### config.mk
export PLATFORM = sky130hd
export DESIGN_NAME = rlio_relay_latch
export DESIGN_NICKNAME = d
export VERILOG_FILES = /design/src/rlio_pkg.sv /design/src/rlio_relay_latch.sv
export SDC_FILE = /design/constraint.sdc
export NUM_CORES = 1
export LEC_CHECK = 0
export BUFFER_PORTS_ARGS = -buffer_cell sky130_fd_sc_hd__buf_2
export CORE_MARGIN = 3
export CORE_UTILIZATION = 51
export DETAILED_ROUTE_END_ITERATION = 10
export GPL_TIMING_DRIVEN = 0
export PLACE_DENSITY = 0.76
export REMOVE_ABC_BUFFERS = 1
export SYNTH_ARGS = -nofsm -noshare
export SYNTH_HDL_FRONTEND = slang
export SYNTH_SLANG_ARGS = --single-unit
### constraint.sdc
create_clock -name clock_in -period 3.97 [get_ports clock_in]
set_input_delay 0.794 -clock clock_in [delete_from_list [all_inputs] [get_ports clock_in]]
set_output_delay 0.794 -clock clock_in [all_outputs]
set_load 0.01 [all_outputs]
### src/rlio_pkg.sv
// Overview of operation
// RQ1: Card answers one switch-selected I/O address from 000H to 3F8H.
// RQ2: Factory switch setting places the port at 310H.
// RQ3: Writes load the latch and reads return it, same address.
// RQ4: Each latch bit drives its own relay by bit weight.
// RQ5: Bit off joins common to break contact; on joins make contact.
// RQ6: One indicator per relay, lit while that relay is on.
// RQ7: Green enable indicator lit only while relay drivers are enabled.
// RQ8: Host operates relays by writing a full eight-bit pattern.
// RQ9: Host should initialise the card soon after power-up.
// RQ10: Power-up and system reset force every relay off.
// RQ11: Drivers stay disabled after reset until a port read occurs.
// RQ12: Latch polarity is true: one turns relay on, zero off.
// RQ13: A port read returns the relay pattern held in the latch.
// RQ14: Decode ten address lines against switch; ignore memory cycles.
package rlio_pkg;
   localparam int rlio_addr_width = 10;
   localparam int rlio_data_width = 8;
   localparam logic [9:0] rlio_addr_min = 10'h000;
   localparam logic [9:0] rlio_addr_max = 10'h3f8;
   localparam logic [9:0] rlio_addr_shipped = 10'h310;
   localparam logic [7:0] rlio_latch_reset = 8'h00;
   localparam logic rlio_enable_reset = 1'b0;
endpackage : rlio_pkg

### src/rlio_relay_latch.sv
`timescale 1ns/1ps
module rlio_relay_latch (
   // Clock and reset
   input wire logic clock_in,
   input wire logic reset_in,
   // Address switch
   input wire logic [9:0] addr_switch_in,
   // Host expansion bus
   input wire logic [9:0] bus_addr_in,
   input wire logic bus_io_write_n_in,
   input wire logic bus_io_read_n_in,
   input wire logic [7:0] bus_data_in,
   output logic [7:0] bus_data_out,
   output logic bus_data_oe_out,
   // Relay drive
   output logic [7:0] relay_make_out,
   output logic [7:0] relay_break_out,
   // Indicators
   output logic [7:0] relay_led_out,
   output logic enable_led_out
);
   logic [9:0] addr_sync;
   logic [9:0] switch_sync;
   logic [7:0] data_sync;
   logic wr_n_sync;
   logic rd_n_sync;
   logic wr_prev;
   logic rd_prev;
   logic [7:0] relay_control_bits;
   logic drivers_enabled;
   logic hit;
   logic wr_active;
   logic rd_active;
   logic wr_strobe;
   logic rd_strobe;

   // Bus pins are asynchronous to our clock
   rlio_sync #(
      .width(10),
      .reset_value(10'h000)
   ) i_addr_sync (
      .clock_in(clock_in),
      .reset_in(reset_in),
      .async_in(bus_addr_in),
      .sync_out(addr_sync)
   );

   rlio_sync #(
      .width(8),
      .reset_value(8'h00)
   ) i_data_sync (
      .clock_in(clock_in),
      .reset_in(reset_in),
      .async_in(bus_data_in),
      .sync_out(data_sync)
   );

   // Strobes reset to their idle level, so no false edge after reset
   rlio_sync #(
      .width(1),
      .reset_value(1'b1)
   ) i_write_sync (
      .clock_in(clock_in),
      .reset_in(reset_in),
      .async_in(bus_io_write_n_in),
      .sync_out(wr_n_sync)
   );

   rlio_sync #(
      .width(1),
      .reset_value(1'b1)
   ) i_read_sync (
      .clock_in(clock_in),
      .reset_in(reset_in),
      .async_in(bus_io_read_n_in),
      .sync_out(rd_n_sync)
   );

   // Switch may be moved while powered, so it is synchronised too
   rlio_sync #(
      .width(10),
      .reset_value(rlio_pkg::rlio_addr_shipped) // RQ2
   ) i_switch_sync (
      .clock_in(clock_in),
      .reset_in(reset_in),
      .async_in(addr_switch_in),
      .sync_out(switch_sync)
   );

   // Only I/O strobes are seen, so memory cycles never match
   assign hit = (addr_sync == switch_sync); // RQ1 RQ14
   assign wr_active = ~wr_n_sync & hit;
   assign rd_active = ~rd_n_sync & hit;

   always_ff @(posedge clock_in or posedge reset_in) begin
      if (reset_in) begin
         wr_prev <= 1'b0;
      end else begin
         wr_prev <= wr_active;
      end
   end

   always_ff @(posedge clock_in or posedge reset_in) begin
      if (reset_in) begin
         rd_prev <= 1'b0;
      end else begin
         rd_prev <= rd_active;
      end
   end

   // Latch on the trailing edge, when data is settled
   assign wr_strobe = wr_prev & ~wr_active;
   assign rd_strobe = rd_active & ~rd_prev;

   always_ff @(posedge clock_in or posedge reset_in) begin
      if (reset_in) begin
         relay_control_bits <= rlio_pkg::rlio_latch_reset; // RQ10
      end else if (wr_strobe) begin
         relay_control_bits <= data_sync; // RQ3 RQ12
      end
   end

   // Once enabled, only a reset disables the drivers again
   always_ff @(posedge clock_in or posedge reset_in) begin
      if (reset_in) begin
         drivers_enabled <= rlio_pkg::rlio_enable_reset; // RQ10
      end else if (rd_strobe) begin
         drivers_enabled <= 1'b1; // RQ11
      end
   end

   // Readback shows the latch even while drivers are disabled
   always_ff @(posedge clock_in or posedge reset_in) begin
      if (reset_in) begin
         bus_data_out <= 8'h00;
      end else begin
         bus_data_out <= relay_control_bits; // RQ13
      end
   end

   always_ff @(posedge clock_in or posedge reset_in) begin
      if (reset_in) begin
         bus_data_oe_out <= 1'b0;
      end else begin
         bus_data_oe_out <= rd_active; // RQ3
      end
   end

   // Disabled drivers leave every relay on its break contact
   always_ff @(posedge clock_in or posedge reset_in) begin
      if (reset_in) begin
         relay_make_out <= rlio_pkg::rlio_latch_reset; // RQ10
      end else begin
         relay_make_out <= relay_control_bits & {8{drivers_enabled}}; // RQ4
      end
   end

   always_ff @(posedge clock_in or posedge reset_in) begin
      if (reset_in) begin
         relay_break_out <= ~rlio_pkg::rlio_latch_reset; // RQ10
      end else begin
         relay_break_out <= ~(relay_control_bits & {8{drivers_enabled}}); // RQ5
      end
   end

   always_ff @(posedge clock_in or posedge reset_in) begin
      if (reset_in) begin
         relay_led_out <= rlio_pkg::rlio_latch_reset;
      end else begin
         relay_led_out <= relay_control_bits & {8{drivers_enabled}}; // RQ6
      end
   end

   always_ff @(posedge clock_in or posedge reset_in) begin
      if (reset_in) begin
         enable_led_out <= rlio_pkg::rlio_enable_reset;
      end else begin
         enable_led_out <= drivers_enabled; // RQ7
      end
   end
endmodule : rlio_relay_latch

// Two-stage synchroniser; only the second stage feeds logic
module rlio_sync #(
   parameter int width = 1,
   parameter logic [width-1:0] reset_value = '0
) (
   // Clock and reset
   input wire logic clock_in,
   input wire logic reset_in,
   // Asynchronous level and its settled copy
   input wire logic [width-1:0] async_in,
   output logic [width-1:0] sync_out
);
   logic [width-1:0] meta;

   always_ff @(posedge clock_in or posedge reset_in) begin
      if (reset_in) begin
         meta <= reset_value;
      end else begin
         meta <= async_in;
      end
   end

   always_ff @(posedge clock_in or posedge reset_in) begin
      if (reset_in) begin
         sync_out <= reset_value;
      end else begin
         sync_out <= meta;
      end
   end
endmodule : rlio_sync

# --- After elaboration in Yosys (flattened, before gate mapping) ---
# Index checks and enable logic that the tools add are counted.
# Widths: inputs -> output; s select.
classes:
  eq_ne: 1
  n_bitwise: 10
ops:
  columns: ["cell", "count"]
  rows:
  - ["$eq 10x10->1", 1]
  - ["$and 8x8->8", 1]
  - ["$not 8->8", 1]
  - ["$and 1x1->1", 4]
  - ["$not 1->1", 4]
word_totals:
  register_bits: 96
  inputBits: 32
  out_inout_bits: 34
  elab_cells: 29

# --- Longest topological paths before layout ---
# Gate-level depths: netlist of the first run.
logic_depth:
  depth_word: 4
  depth_mapped: 4
  mapped_depth_nobuf: 4

# --- By module ---
# A second synthesis of the first run with hierarchy kept.
unflattened:
  hier_cells: 156
  area_unflattened_um2: 2836.5
modules_own_cells:
  columns: ["mod", "instances", "cells_each", "area_per_inst_um2", "seq_area_each_um2"]
  rows:
  - ["rlio_relay_latch", 1, 91, 1303.8, 910.9]
  - ["rlio_sync (i_switch_sync)", 1, 21, 511.7, 508.0]
  - ["rlio_sync (i_addr_sync)", 1, 21, 504.2, 500.5]
  - ["rlio_sync (i_data_sync)", 1, 17, 404.1, 400.4]
  - ["rlio_sync (i_read_sync ...)", 2, 3, 56.3, 52.6]

# --- Worst setup path before layout of the first run ---
# No wires, ideal clock.
synth_path:
  path_kind: "reg-to-reg"
  from: "reg i_switch_sync.sync_out[9]"
  to: "reg relay_control_bits[0]"
  setup_time_ns: 0.125
  t_arrival_ns: 1.448
  required_ns: 3.845
  path_slack_ns: 2.398
  stages_incl_launch_ff: 5
  path_buffers: 0
  synth_period_minus_slack_ns: 1.572
  path_cell_list: "dfstp_2 > xor2_1 > nor4_2 > a31oi_4 > mux2_2"
synth_via:
  elab_chain_len: 4
synth_rtl:
  columns: ["element", "line", "rtl"]
  rows:
  - ["from (decl)", "rlio_relay_latch.sv:193", "output logic [width-1:0] sync_out"]
  - ["from (signal assigned)", "rlio_relay_latch.sv:207", "sync_out <= reset_value;"]
  - ["from (signal assigned)", "rlio_relay_latch.sv:209", "sync_out <= meta;"]
  - ["$eq 10x10->1", "rlio_relay_latch.sv:91", "assign hit = (addr_sync == switch_sync);"]
  - ["$and 1x1->1", "rlio_relay_latch.sv:92", "assign wr_active = ~wr_n_sync & hit;"]
  - ["$not 1->1", "rlio_relay_latch.sv:112", "assign wr_strobe = wr_prev & ~wr_active;"]
  - ["$and 1x1->1", "rlio_relay_latch.sv:112", null]
  - ["to (signal assigned)", "rlio_relay_latch.sv:117", "relay_control_bits <= rlio_pkg::rlio_latch_reset;"]
  - ["to (signal assigned)", "rlio_relay_latch.sv:119", "relay_control_bits <= data_sync;"]
  - ["to (decl)", "rlio_relay_latch.sv:29", "logic [7:0] relay_control_bits;"]
# Every way passes these cells.
# A chain may end at the register's enable or synchronous reset.

# --- Worst setup path after layout of the first run ---
layout_path:
  from: "reg i_switch_sync.sync_out[9]"
  to: "reg relay_control_bits[2]"
# Same word-level chain as after synthesis.

==> results of run 1 <==
routing by layer:
| layer | vias up | track usage |
|---|---|---|
| met3 | 8 | 0.0437 |
| met5 | - | 0 |
| met2 | 45 | 0.188 |
| met1 | 611 | 0.158 |
| met4 | 0 | 0.0811 |
| li1 | 598 | - |
synthesized netlist by cell type:
master	instances	share of area
nand2_1	9	0.012
inv_1	11	0.015
or2_2	1	0.0022
dfrtp_1	78	0.69
nor3_1	3	0.0053
a31oi_4	1	0.0075
o41ai_1	1	0.0031
nor4_2	2	0.0089
clkbuf_1	1	0.0013
mux2_2	8	0.032
xor2_1	10	0.031
buf_4	8	0.021
dfstp_2	18	0.17
cell type report:
type                            instances  area share
Clock inverter                          6      0.0338
Multi-Input combinational cell         35      0.0836
Timing Repair Buffer                   66       0.103
Sequential cell                        96       0.705
Tap cell                               70      0.0255
Inverter                               11      0.0127
Clock buffer                           10      0.0371
critical path, delay by kind of cell, from the launching register on:
family	cells	cell delay (ns)
compound gates	1	0.26
mux	1	0.34
xor+xnor	1	0.07
simple gates	1	0.50
flops	1	0.54
cells by family after synthesis:
logic type             Yosys count
flip-flops                      96
buffers and inverters           20
XOR/XNOR                        10
multiplexers                     8
AND/OR/NAND/NOR                 15
AO/OA/AOI/OAI                    2
flip-flops by register name, summed over array words and instances (netlist names), 8 cells and up:
name	count
i_switch_sync.meta	10
i_data_sync.sync_out	8
i_switch_sync.sync_out	10
i_addr_sync.meta	10
bus_data_out	8
i_addr_sync.sync_out	10
relay_make_out	8
relay_control_bits	8
relay_break_out	8
i_data_sync.meta	8
power breakdown:
part | internal (mW) | switching, mW | total, mW | leakage (nW)
Combinational | 0.0356 | 0.0477 | 0.0832 | 0.439
Sequential | 1.03 | 0.0165 | 1.05 | 1.10
Clock | 0.423 | 0.312 | 0.734 | 0.121
worst paths after layout:
path / slack (ns) / startpoint / end / cells after the start
setup / recovery: 2.14 / i_switch_sync.sync_out[9] / relay_control_bits[2] / 4
min in group asynchronous: 0.49 / reset_in / bus_data_out[5] / 2
setup reg to reg: 2.14 / i_switch_sync.sync_out[9] / relay_control_bits[2] / 4
hold reg to reg: 0.35 / i_data_sync.meta[2] / i_data_sync.sync_out[2] / 0
max in group asynchronous: 2.82 / reset_in / i_switch_sync.sync_out[4] / 3
hold / removal: 0.35 / i_data_sync.meta[2] / i_data_sync.sync_out[2] / 0
==> results by group, run 1 <==
Floorplan
  – Top-level I/O count: 66
  – Floorplan row count: 26
  – Core area: ~5200 sq um
  – Initial core utilization: 0.538
  – Die outline area: 6450 sq um
  – Width of the die: 80.3 microns
  – Chip height: 80.3 microns

Clock tree
  – CTS Hold Bufs: 0
  – Number of clock sinks: 96
  – Post-CTS setup repair buffer count: 0
  – Number of buffers on the longest clock path: 2
  – Clock slew seen by the registers of the worst setup and hold paths: approximately 0.090 ns
  – Worst skew pair latency: 0.35 ns
  – Number of cells upsized or downsized after cts: 0
  – Num CTS Buffers: 9
  – CTS root buffer: clkbuf_8
  – TritonCTS clock tree: built
  – CTS H-tree depth: 3

Global routing
  – Largest net degree at the start of global routing: 55
  – Number of antenna violations at the first check in global routing: 0
  – Vias in the first global route: 1217
  – Total congestion overflow: 0
  – Global-route wire length before repair: 5750 microns
  – Overall global routing resource usage: 0.126

Placement
  – Setup slack at placement: between 2 and 2.5 ns
  – Number of port buffers: between 60 and 70
  – DP Cell Count: between 200 and 300
  – Post-detail-place hpwl: 2410 microns
  – Instance area after placement: 3200 sq um
  – Global placement routability congestion: 0.694

Worst setup path
  – Setup CP Type: register to register
  – Kind of capture point of the worst setup path: register
  – Maximum net fanout on the critical path: 8
  – Cells traversed along the worst timing path: xor2_1, nor4_2, a31oi_4, mux2_2
  – Required time of the critical path: 4.20 ns
  – Master of the slowest instance on the critical path: dfstp_2
  – Data arrival time of the critical path: 2.06 ns
  – Worst Setup Start Kind: register
  – Largest incremental delay on the critical path: 0.54 ns

Route
  – Wire length per cell after detailed routing: 11.8 microns
  – Amount of wire on met3 after detailed routing: 244 microns
  – Wire length reported by the detailed router: 3480 microns
  – Ratio of routed vias to standard cells: 4.29
  – Met1 WL: 1380 microns
  – Met2 WL post-DR: approximately 1800 microns
  – Top routing layer in use: met4
  – Remaining design rule violation count: 0
  – Vias post-DR: roughly 1300
  – Count of antenna-violating nets left after detailed routing: 0
  – Initial DRC Count: 30
  – Number of optimization iterations in the first detailed-route pass: 2

Synthesis
  – Cells after synthesis: 151
  – Area share of xor/xnor cells in the synthesized design: 0.0311
  – Share of the yosys chip area belonging to registers: 0.861
  – Combinational family with the most area after synthesis: buffers and inverters
  – Simple-gate area share of the yosys netlist: 0.0284
  – Arithmetic-cell share of the synthesized area counting full adders, half adders and majority gates: 0
  – Count of different cell masters after synthesis: 13
  – Multiplexer share of the synthesized area: 0.0320
  – Synthesized-area fraction occupied by ao, oa, aoi and oai cells: 0.0107
  – Mapped Area: 2820 sq um
  – Post-synthesis sequential element count: 96
  – Synthesis Warnings: 0
  – Syn avg cell area: 18.7 sq um

Outcome
  – Outcome: complete, no violations

Cells and area
  – Final cell utilization of the core: 0.657
  – Number of filler cells placed in the layout: 379
  – Area of the multi-input gates: 288 sq um
  – Antenna cells: 0
  – Ratio of cells with drive above 1 in the final layout: 0.500
  – Design area: between 3000 and 4000 sq um
  – Number of non-filler instances in the completed layout: between 200 and 300
  – Most frequent standard cell in the layout excluding fill and tap cells: dfrtp_1
  – Number of nets in the layout: 251
  – Most used cells in the layout excluding fill and tap cells: dfrtp_1 (78), buf_2 (65), dfstp_2 (18)
  – Register Area: 2420 sq um
  – Synthesis-to-finish area growth: 22.1%

Timing
  – Smallest setup slack after layout: 2.14 ns
  – Worst slew pin tran: 0.514 ns
  – Total negative slack: 0 ns
  – Number of max-slew violations in the final report: 0
  – Worst clock skew: 0.0123 ns
  – Max frequency: around 0.55 GHz
  – Slew margin rel.: 0.658
  – Final-report hold violation count: 0
  – Final clock period utilization by the worst path: 0.461
  – Min Tclk post-route: ~1.8 ns
  – Worst hold-check slack: 0.352 ns
  – RSZ-0062 raised after global routing: no
  – Final setup violation count: 0

Power and ir drop
  – Power density relative to cell area: 542 nW/um^2
  – Pwr Total: around 1.9 mW
  – Maximum VDD drop: 0.300 mV
  – Standby leakage power: ~1.7 nW

Worst hold path
  – Tightest Hold Check Type: register to register

Job
  – Count of maximum capacitance violations: 0
Power figures use the tool's default switching activity.
==> inputs of run 2 (changes only) <==
clock period = 1.85 ns   (was 3.97 ns; I/O delays follow)
==> run 2 against run 1 <==
  * Combinational power increased by 120%
  * Non-clock buffer count stayed put
  * Clock-buffer cell count stayed put
  * Core utilization grew 0.17 points
  * Total power up 110%
==> results by group, run 2 (synthesis results as in run 1) <==
Clock tree
  – Clock slew seen by the registers of the worst setup and hold paths: 0.09 ns (about the same)
  – Num CTS Buffers: 9 (unchanged)
  – Post-CTS setup repair buffer count: 0 (unchanged)
  – Worst skew pair latency: 0.35 ns (about the same)
  – CTS H-tree depth: 3 (unchanged)
  – Number of clock sinks: 96 (unchanged)
  – TritonCTS clock tree: built
  – CTS root buffer: clkbuf_8
  – Number of buffers on the longest clock path: 2 (unchanged)

Timing
  – Final setup violation count: 0 (unchanged)
  – Min Tclk post-route: 1.71 ns (-0.120 ns)
  – Smallest setup slack after layout: 0.141 ns (-2.00 ns)
  – Max frequency: 0.585 GHz (+7.0%)
  – Worst clock skew: 0.0123 ns (-0.0000195 ns)
  – Number of max-slew violations in the final report: 0 (unchanged)
  – Final-report hold violation count: 0 (unchanged)
  – Worst slew pin tran: 0.514 ns (+0.0000408 ns)
  – Slew margin rel.: 0.658 (about the same)
  – RSZ-0062 raised after global routing: no
  – Final clock period utilization by the worst path: 0.924 (+0.463)

Global routing
  – Number of antenna violations at the first check in global routing: 0 (unchanged)
  – Total congestion overflow: 0 (unchanged)
  – Overall global routing resource usage: 0.126 (-0.000735)
  – Largest net degree at the start of global routing: 55 (unchanged)
  – Global-route wire length before repair: 5710 microns (-0.71%)
  – Vias in the first global route: 1216 (-0.082%)

Route
  – Remaining design rule violation count: 0 (unchanged)
  – Count of antenna-violating nets left after detailed routing: 0 (unchanged)
  – Initial DRC Count: 30 (unchanged)
  – Ratio of routed vias to standard cells: 4.29 (unchanged)
  – Vias post-DR: 1262 (unchanged)
  – Wire length per cell after detailed routing: 11.8 microns (-0.23%)
  – Wire length reported by the detailed router: 3470 microns (-0.23%)
  – Number of optimization iterations in the first detailed-route pass: 2 (unchanged)

Power and ir drop
  – P_sw: 810 uW (+120%)
  – Part of the total power dissipated in the clock network: 0.393 (about the same)
  – Sw Share: 0.202 (+0.000534)
  – Part of the total power dissipated in combinational logic: 0.046 (about the same)
  – Maximum VDD drop: 0.644 mV (+110%)
  – Design internal power: 3.20 mW (+110%)
  – Reg power frac: 0.561 (about the same)
  – Standby leakage power: 1.66 nW (about the same)
  – Power density relative to cell area: 1160 nW/um^2 (+110%)

Worst setup path
  – Largest incremental delay on the critical path: 0.54 ns (about the same)
  – Cells on worst reg2reg path: 4 (unchanged)
  – Top delay family on crit path: flip-flops
  – Buffer and inverter count on the worst path: 0 (unchanged)
  – Cells traversed along the worst timing path: xor2_1, nor4_4, a31oi_4, mux2_2
  – Required time of the critical path: 2.08 ns (-2.12 ns)
  – Worst-case register-to-register setup slack: 0.14 ns (-2.00 ns)
  – Worst Setup Start Kind: register
  – Kind of capture point of the worst setup path: register
  – Master of the slowest instance on the critical path: dfstp_2
  – RR Startpoint: i_switch_sync.sync_out[9]
  – Capturing point of the worst reg2reg path: relay_control_bits[2]
  – Maximum net fanout on the critical path: 8 (unchanged)
  – Data arrival time of the critical path: 1.94 ns (-0.12 ns)
  – Setup CP Type: register to register

Floorplan
  – Die outline area: 6450 sq um (unchanged)
  – Width of the die: 80.3 microns (unchanged)
  – Top-level I/O count: 66 (unchanged)
  – Chip height: 80.3 microns (unchanged)
  – Initial core utilization: 0.538 (unchanged)
  – Core area: 5240 sq um (unchanged)
  – Floorplan row count: 26 (unchanged)

Cells and area
  – Register Area: 2420 sq um (unchanged)
  – Number of nets in the layout: 251 (unchanged)
  – Number of filler cells placed in the layout: 377 (-0.53%)
  – Ratio of cells with drive above 1 in the final layout: 0.500 (unchanged)
  – Design area: 3450 sq um (+0.25%)
  – Final cell utilization of the core: 0.659 (+0.00167)
  – Area of the multi-input gates: 297 sq um (+3.0%)
  – Synthesis-to-finish area growth: 22.4%
  – Antenna cells: 0 (unchanged)
  – Most frequent standard cell in the layout excluding fill and tap cells: dfrtp_1
  – Most used cells in the layout excluding fill and tap cells: dfrtp_1 (78), buf_2 (65), dfstp_2 (18)

Outcome
  – Outcome: complete, no violations

Placement
  – Number of port buffers: 65 (unchanged)
  – Instance area after placement: 3200 sq um (unchanged)
  – Global placement routability congestion: 0.694 (unchanged)
  – Post-detail-place hpwl: 2410 microns (unchanged)
  – Setup slack at placement: 0.0192 ns (-2.12 ns)

Job
  – Count of maximum capacitance violations: 0 (unchanged)

Worst hold path
  – Tightest Hold Check Type: input pin to async pin
==> run 2: cell type report <==
cell class              count  share of cell area
multi-input cells          35              0.0860
repair buffers             66               0.102
inverters                  11              0.0127
well taps                  70              0.0254
flip-flops and latches     96               0.703
clock buffers              10              0.0370
clock inverters             6              0.0337
==> run 2: per-layer routing <==
| metal | GRT usage | vias to the layer above | wire, microns |
|---|---|---|---|
| li1 | - | 598 | - |
| met1 | 0.156 | 611 | 1370 |
| met2 | 0.188 | 45 | 1770 |
| met3 | 0.0437 | 8 | 244 |
| met4 | 0.0811 | 0 | 82 |
| met5 | 0 | - | 0 |
==> run 2: worst max-delay path by stage <==
stage	start	end	slack [ns]	depth (start not counted)
2_1_floorplan	reset_in	bus_data_oe_out	-1.0	1
4_1_cts	i_switch_sync.sync_out[9]	relay_control_bits[2]	0.12	4
3_5_place_dp	i_switch_sync.sync_out[9]	relay_control_bits[2]	0.02	4
5_1_grt	i_switch_sync.sync_out[9]	relay_control_bits[2]	0.08	4
3_3_place_gp	reset_in	i_addr_sync.meta[6]	-1.77	2
6_report	i_switch_sync.sync_out[9]	relay_control_bits[2]	0.14	4
==> run 2: worst reg2reg max path, cell delays in order, from the launching register on <==
cell	delay (ns)
dfstp_2	0.54
xor2_1	0.09
nor4_4	0.40
a31oi_4	0.23
mux2_2	0.33
==> run 2: power by group through the flow <==
stage,clock network (mW),registers [mW],logic (mW)
global placement,0,2.29,0.172
global route,1.73,2.26,0.208
CTS,1.61,2.25,0.190
finish,1.58,2.25,0.183
detailed placement,0,2.29,0.185
floorplan,0,2.31,0.0715
==> run 2: stage by stage <==
step / instances / power, mW / TNS [ns] / hold WS [ns]
global placement: 277 / 2.46 / -154.84 / 0.332
CTS: 294 / 4.06 / 0 / 0.0689
floorplan: 142 / 2.38 / -84.03 / 0.331
global route: 294 / 4.20 / 0 / 0.0846
finish: 294 / 4.01 / 0 / 0.0649
detailed placement: 278 / 2.48 / 0 / 0.335
==> run 2: timing repair <==
action                                  CTS  global route
resized for setup                         1             0
endpoints found under the setup margin    1             0
hold buffers                              0             0
==> inputs of run 3 (changes only) <==
CORE_UTILIZATION = 52   (was 51)
PLACE_DENSITY = 0.77   (was 0.76)
SYNTH_HIERARCHICAL = 1   (was not set)
==> run 3 against run 2 <==
  * Final cell count up 1.7%
  * Critical path depth unchanged
  * Highest routed layer unchanged
  * Critical path type unchanged
  * Largest power group unchanged
  * Total power down 3.5%
  * First-iteration DRC count rose to 3.1 times the previous value
  * Clock-buffer cell count unchanged
==> results by group, run 3 <==
Global routing
  – Global-route wire length before repair: 6400 microns (+12%)
  – Overall global routing resource usage: 0.141 (+0.0149)
  – Vias in the first global route: 1316 (+8.2%)
  – Number of antenna violations at the first check in global routing: 0 (unchanged)
  – Largest net degree at the start of global routing: 37 (-33%)
  – Total congestion overflow: 0 (unchanged)

Timing
  – Final clock period utilization by the worst path: 0.910 (-0.0138)
  – Smallest setup slack after layout: 0.166 ns (+0.0254 ns)
  – Min Tclk post-route: 1.68 ns (-0.0254 ns)
  – Worst clock skew: 0.0106 ns (-0.00169 ns)
  – Number of max-slew violations in the final report: 0 (unchanged)
  – Max frequency: 0.594 GHz (+1.5%)
  – Final-report hold violation count: 0 (unchanged)
  – Slew margin rel.: 0.491 (-0.167)
  – Final setup violation count: 0 (unchanged)
  – Total negative slack: 0 ns (unchanged)
  – RSZ-0062 raised after global routing: no
  – Worst slew pin tran: 0.763 ns (+0.249 ns)

Synthesis
  – Post-synthesis sequential element count: 96 (unchanged)
  – Synthesis Warnings: 6 (+6)
  – Number of synthesized flops with an enable pin: 0 (unchanged)
  – Count leader, synth: dfrtp_1
  – Fraction of post-synthesis cell area in the top cell type by area: 0.688 (-0.00458)
  – List of most frequent post-synthesis cells: dfrtp_1 (78), dfstp_2 (18), inv_1 (16)
  – Mapped Area: 2840 sq um (+0.67%)
  – Commonest register cell after synthesis: dfrtp_1
  – Post-synthesis cell type with the largest combined area: dfrtp_1
  – Share of the yosys chip area belonging to registers: 0.855 (-0.00569)
  – Cells after synthesis: 156 (+3.3%)
  – Syn avg cell area: 18.2 sq um (-2.6%)
  – Count of different cell masters after synthesis: 13 (unchanged)
  – Fraction of synthesis flops using an asynchronous set or reset pin: 1.00 (unchanged)
  – Largest cells by area after synthesis: dfrtp_1 (69%), dfstp_2 (17%), mux2_2 (3.2%), xor2_1 (3.1%), buf_4 (2.1%)

Route
  – Ratio of routed vias to standard cells: 4.26 (-0.66%)
  – Remaining design rule violation count: 0 (unchanged)
  – Initial DRC Count: 94 (+210%)
  – Wire length reported by the detailed router: 3770 microns (+8.5%)
  – Wire length per cell after detailed routing: 12.6 microns (+6.6%)
  – Number of optimization iterations in the first detailed-route pass: 3 (+1)
  – Vias post-DR: 1275 (+1.0%)
  – Count of antenna-violating nets left after detailed routing: 0 (unchanged)

Floorplan
  – Chip height: 79.9 microns (-0.59%)
  – Initial core utilization: 0.545 (+0.00697)
  – Core area: 5200 sq um (-0.62%)
  – Die outline area: 6380 sq um (-1.2%)
  – Width of the die: 79.9 microns (-0.59%)
  – Floorplan row count: 26 (unchanged)
  – Top-level I/O count: 66 (unchanged)

Worst setup path
  – Required time of the critical path: 2.08 ns (about the same)
  – Kind of capture point of the worst setup path: register
  – Data arrival time of the critical path: 1.91 ns (-0.03 ns)
  – Worst Setup Start Kind: register
  – Maximum net fanout on the critical path: 8 (unchanged)
  – Setup CP Type: register to register

Placement
  – Setup slack at placement: 0.129 ns (+0.110 ns)
  – Instance area after placement: 3190 sq um (-0.35%)
  – Global placement routability congestion: 0.677 (-2.4%)
  – Number of port buffers: 65 (unchanged)
  – Post-detail-place hpwl: 2680 microns (+11%)

Clock tree
  – Worst skew pair latency: 0.35 ns (about the same)
  – CTS H-tree depth: 3 (unchanged)
  – Number of buffers on the longest clock path: 2 (unchanged)
  – Clock slew seen by the registers of the worst setup and hold paths: 0.08 ns (about the same)
  – CTS Hold Bufs: 0 (unchanged)
  – CTS root buffer: clkbuf_8
  – Number of clock sinks: 96 (unchanged)
  – Num CTS Buffers: 9 (unchanged)
  – TritonCTS clock tree: built

Cells and area
  – Synthesis-to-finish area growth: 21.3%
  – Number of nets in the layout: 256 (+2.0%)
  – Design area: 3440 sq um (-0.22%)
  – Most used cells in the layout excluding fill and tap cells: dfrtp_1 (78), buf_2 (65), dfstp_2 (18)
  – Most frequent standard cell in the layout excluding fill and tap cells: dfrtp_1
  – Number of filler cells placed in the layout: 366 (-2.9%)
  – Antenna cells: 0 (unchanged)
  – Ratio of cells with drive above 1 in the final layout: 0.489 (-0.0109)

Worst hold path
  – Tightest Hold Check Type: input pin to async pin

Job
  – Count of maximum capacitance violations: 0 (unchanged)

Power and ir drop
  – Standby leakage power: 1.67 nW (+0.89%)
  – Maximum VDD drop: 0.824 mV (+28%)
  – Power density relative to cell area: 1120 nW/um^2 (-3.3%)

Outcome
  – Outcome: complete, no violations
## run 3: changes by cell type after synthesis, sizes merged
| cell | previous run | this run |
|---|---|---|
| inv | 11 | 16 |
## run 3: path summary, 6_finish.rpt
kind / start / slack (ns) / depth (start not counted) / endpoint
worst max register to register: i_switch_sync/sync_out[9] / 0.17 / 4 / relay_control_bits[3]
worst min register to register: i_switch_sync/meta[2] / 0.35 / 0 / i_switch_sync/sync_out[2]
max in group asynchronous: reset_in / 1.16 / 2 / i_switch_sync/sync_out[6]
worst min-delay path: reset_in / 0.009 / 2 / wr_prev
min in group clock_in: addr_switch_in[9] / 0.12 / 1 / i_switch_sync/meta[9]
worst max-delay path: i_switch_sync/sync_out[9] / 0.17 / 4 / relay_control_bits[3]
## run 3: cell families after synthesis
logic type	synth area share
AOI/OAI and AO/OA	0.0106
xor gates and xnor gates	0.0309
buffers and inverters	0.0437
DFF	0.855
muxes	0.0318
and+or+nand+nor	0.0282
## run 3: routing by layer
metal  part of all wire  GRT usage
met2               0.51      0.208
met1               0.40      0.178
met4              0.014     0.0794
met5                  0          0
met3              0.070     0.0542
## run 3: critical path, cell delays in order (launching register included)
cell and delay [ns]:
dfstp_2 0.53, xor2_1 0.26, nor4_4 0.10, a31oi_4 0.29
mux2_2 0.38
## run 3: timing repair
| action | 4_1_cts | 5_1_grt |
|---|---|---|
| gates resized for setup | 0 | 1 |
| buffers inserted | 0 | 0 |
| endpoints found under the hold margin | 0 | 0 |
| endpoints found under the setup margin | 0 | 1 |
## run 3: cell type report
class	count	area (sq um)	share of cell area
flip-flops and latches	96	2420	0.704
repair buffers	66	353	0.103
multi-input cells	35	297	0.0862
clock buffers	10	138	0.0400
well taps	70	87.6	0.0254
clock inverters	6	82.6	0.0240
inverters	16	60.1	0.0174
## run 3: report_power, final
part	internal, mW	switching, mW	leakage (nW)	total [mW]
clock	0.790	0.641	0.112	1.43
sequential	2.21	0.0360	1.10	2.25
combinational	0.0777	0.109	0.464	0.187
total	3.08	0.786	1.67	3.87
## run 3: per-stage QoR
step | hold WS, ns | std cells | utilization | power, mW
4_1_cts | 0.0668 | 298 | 0.654 | 3.91
5_1_grt | 0.0194 | 299 | 0.661 | 4.06
3_5_place_dp | 0.335 | 282 | 0.612 | 2.47
6_report | 0.00902 | 299 | 0.661 | 3.87
3_3_place_gp | 0.331 | 282 | 0.612 | 2.46
2_1_floorplan | 0.282 | 147 | - | 2.38
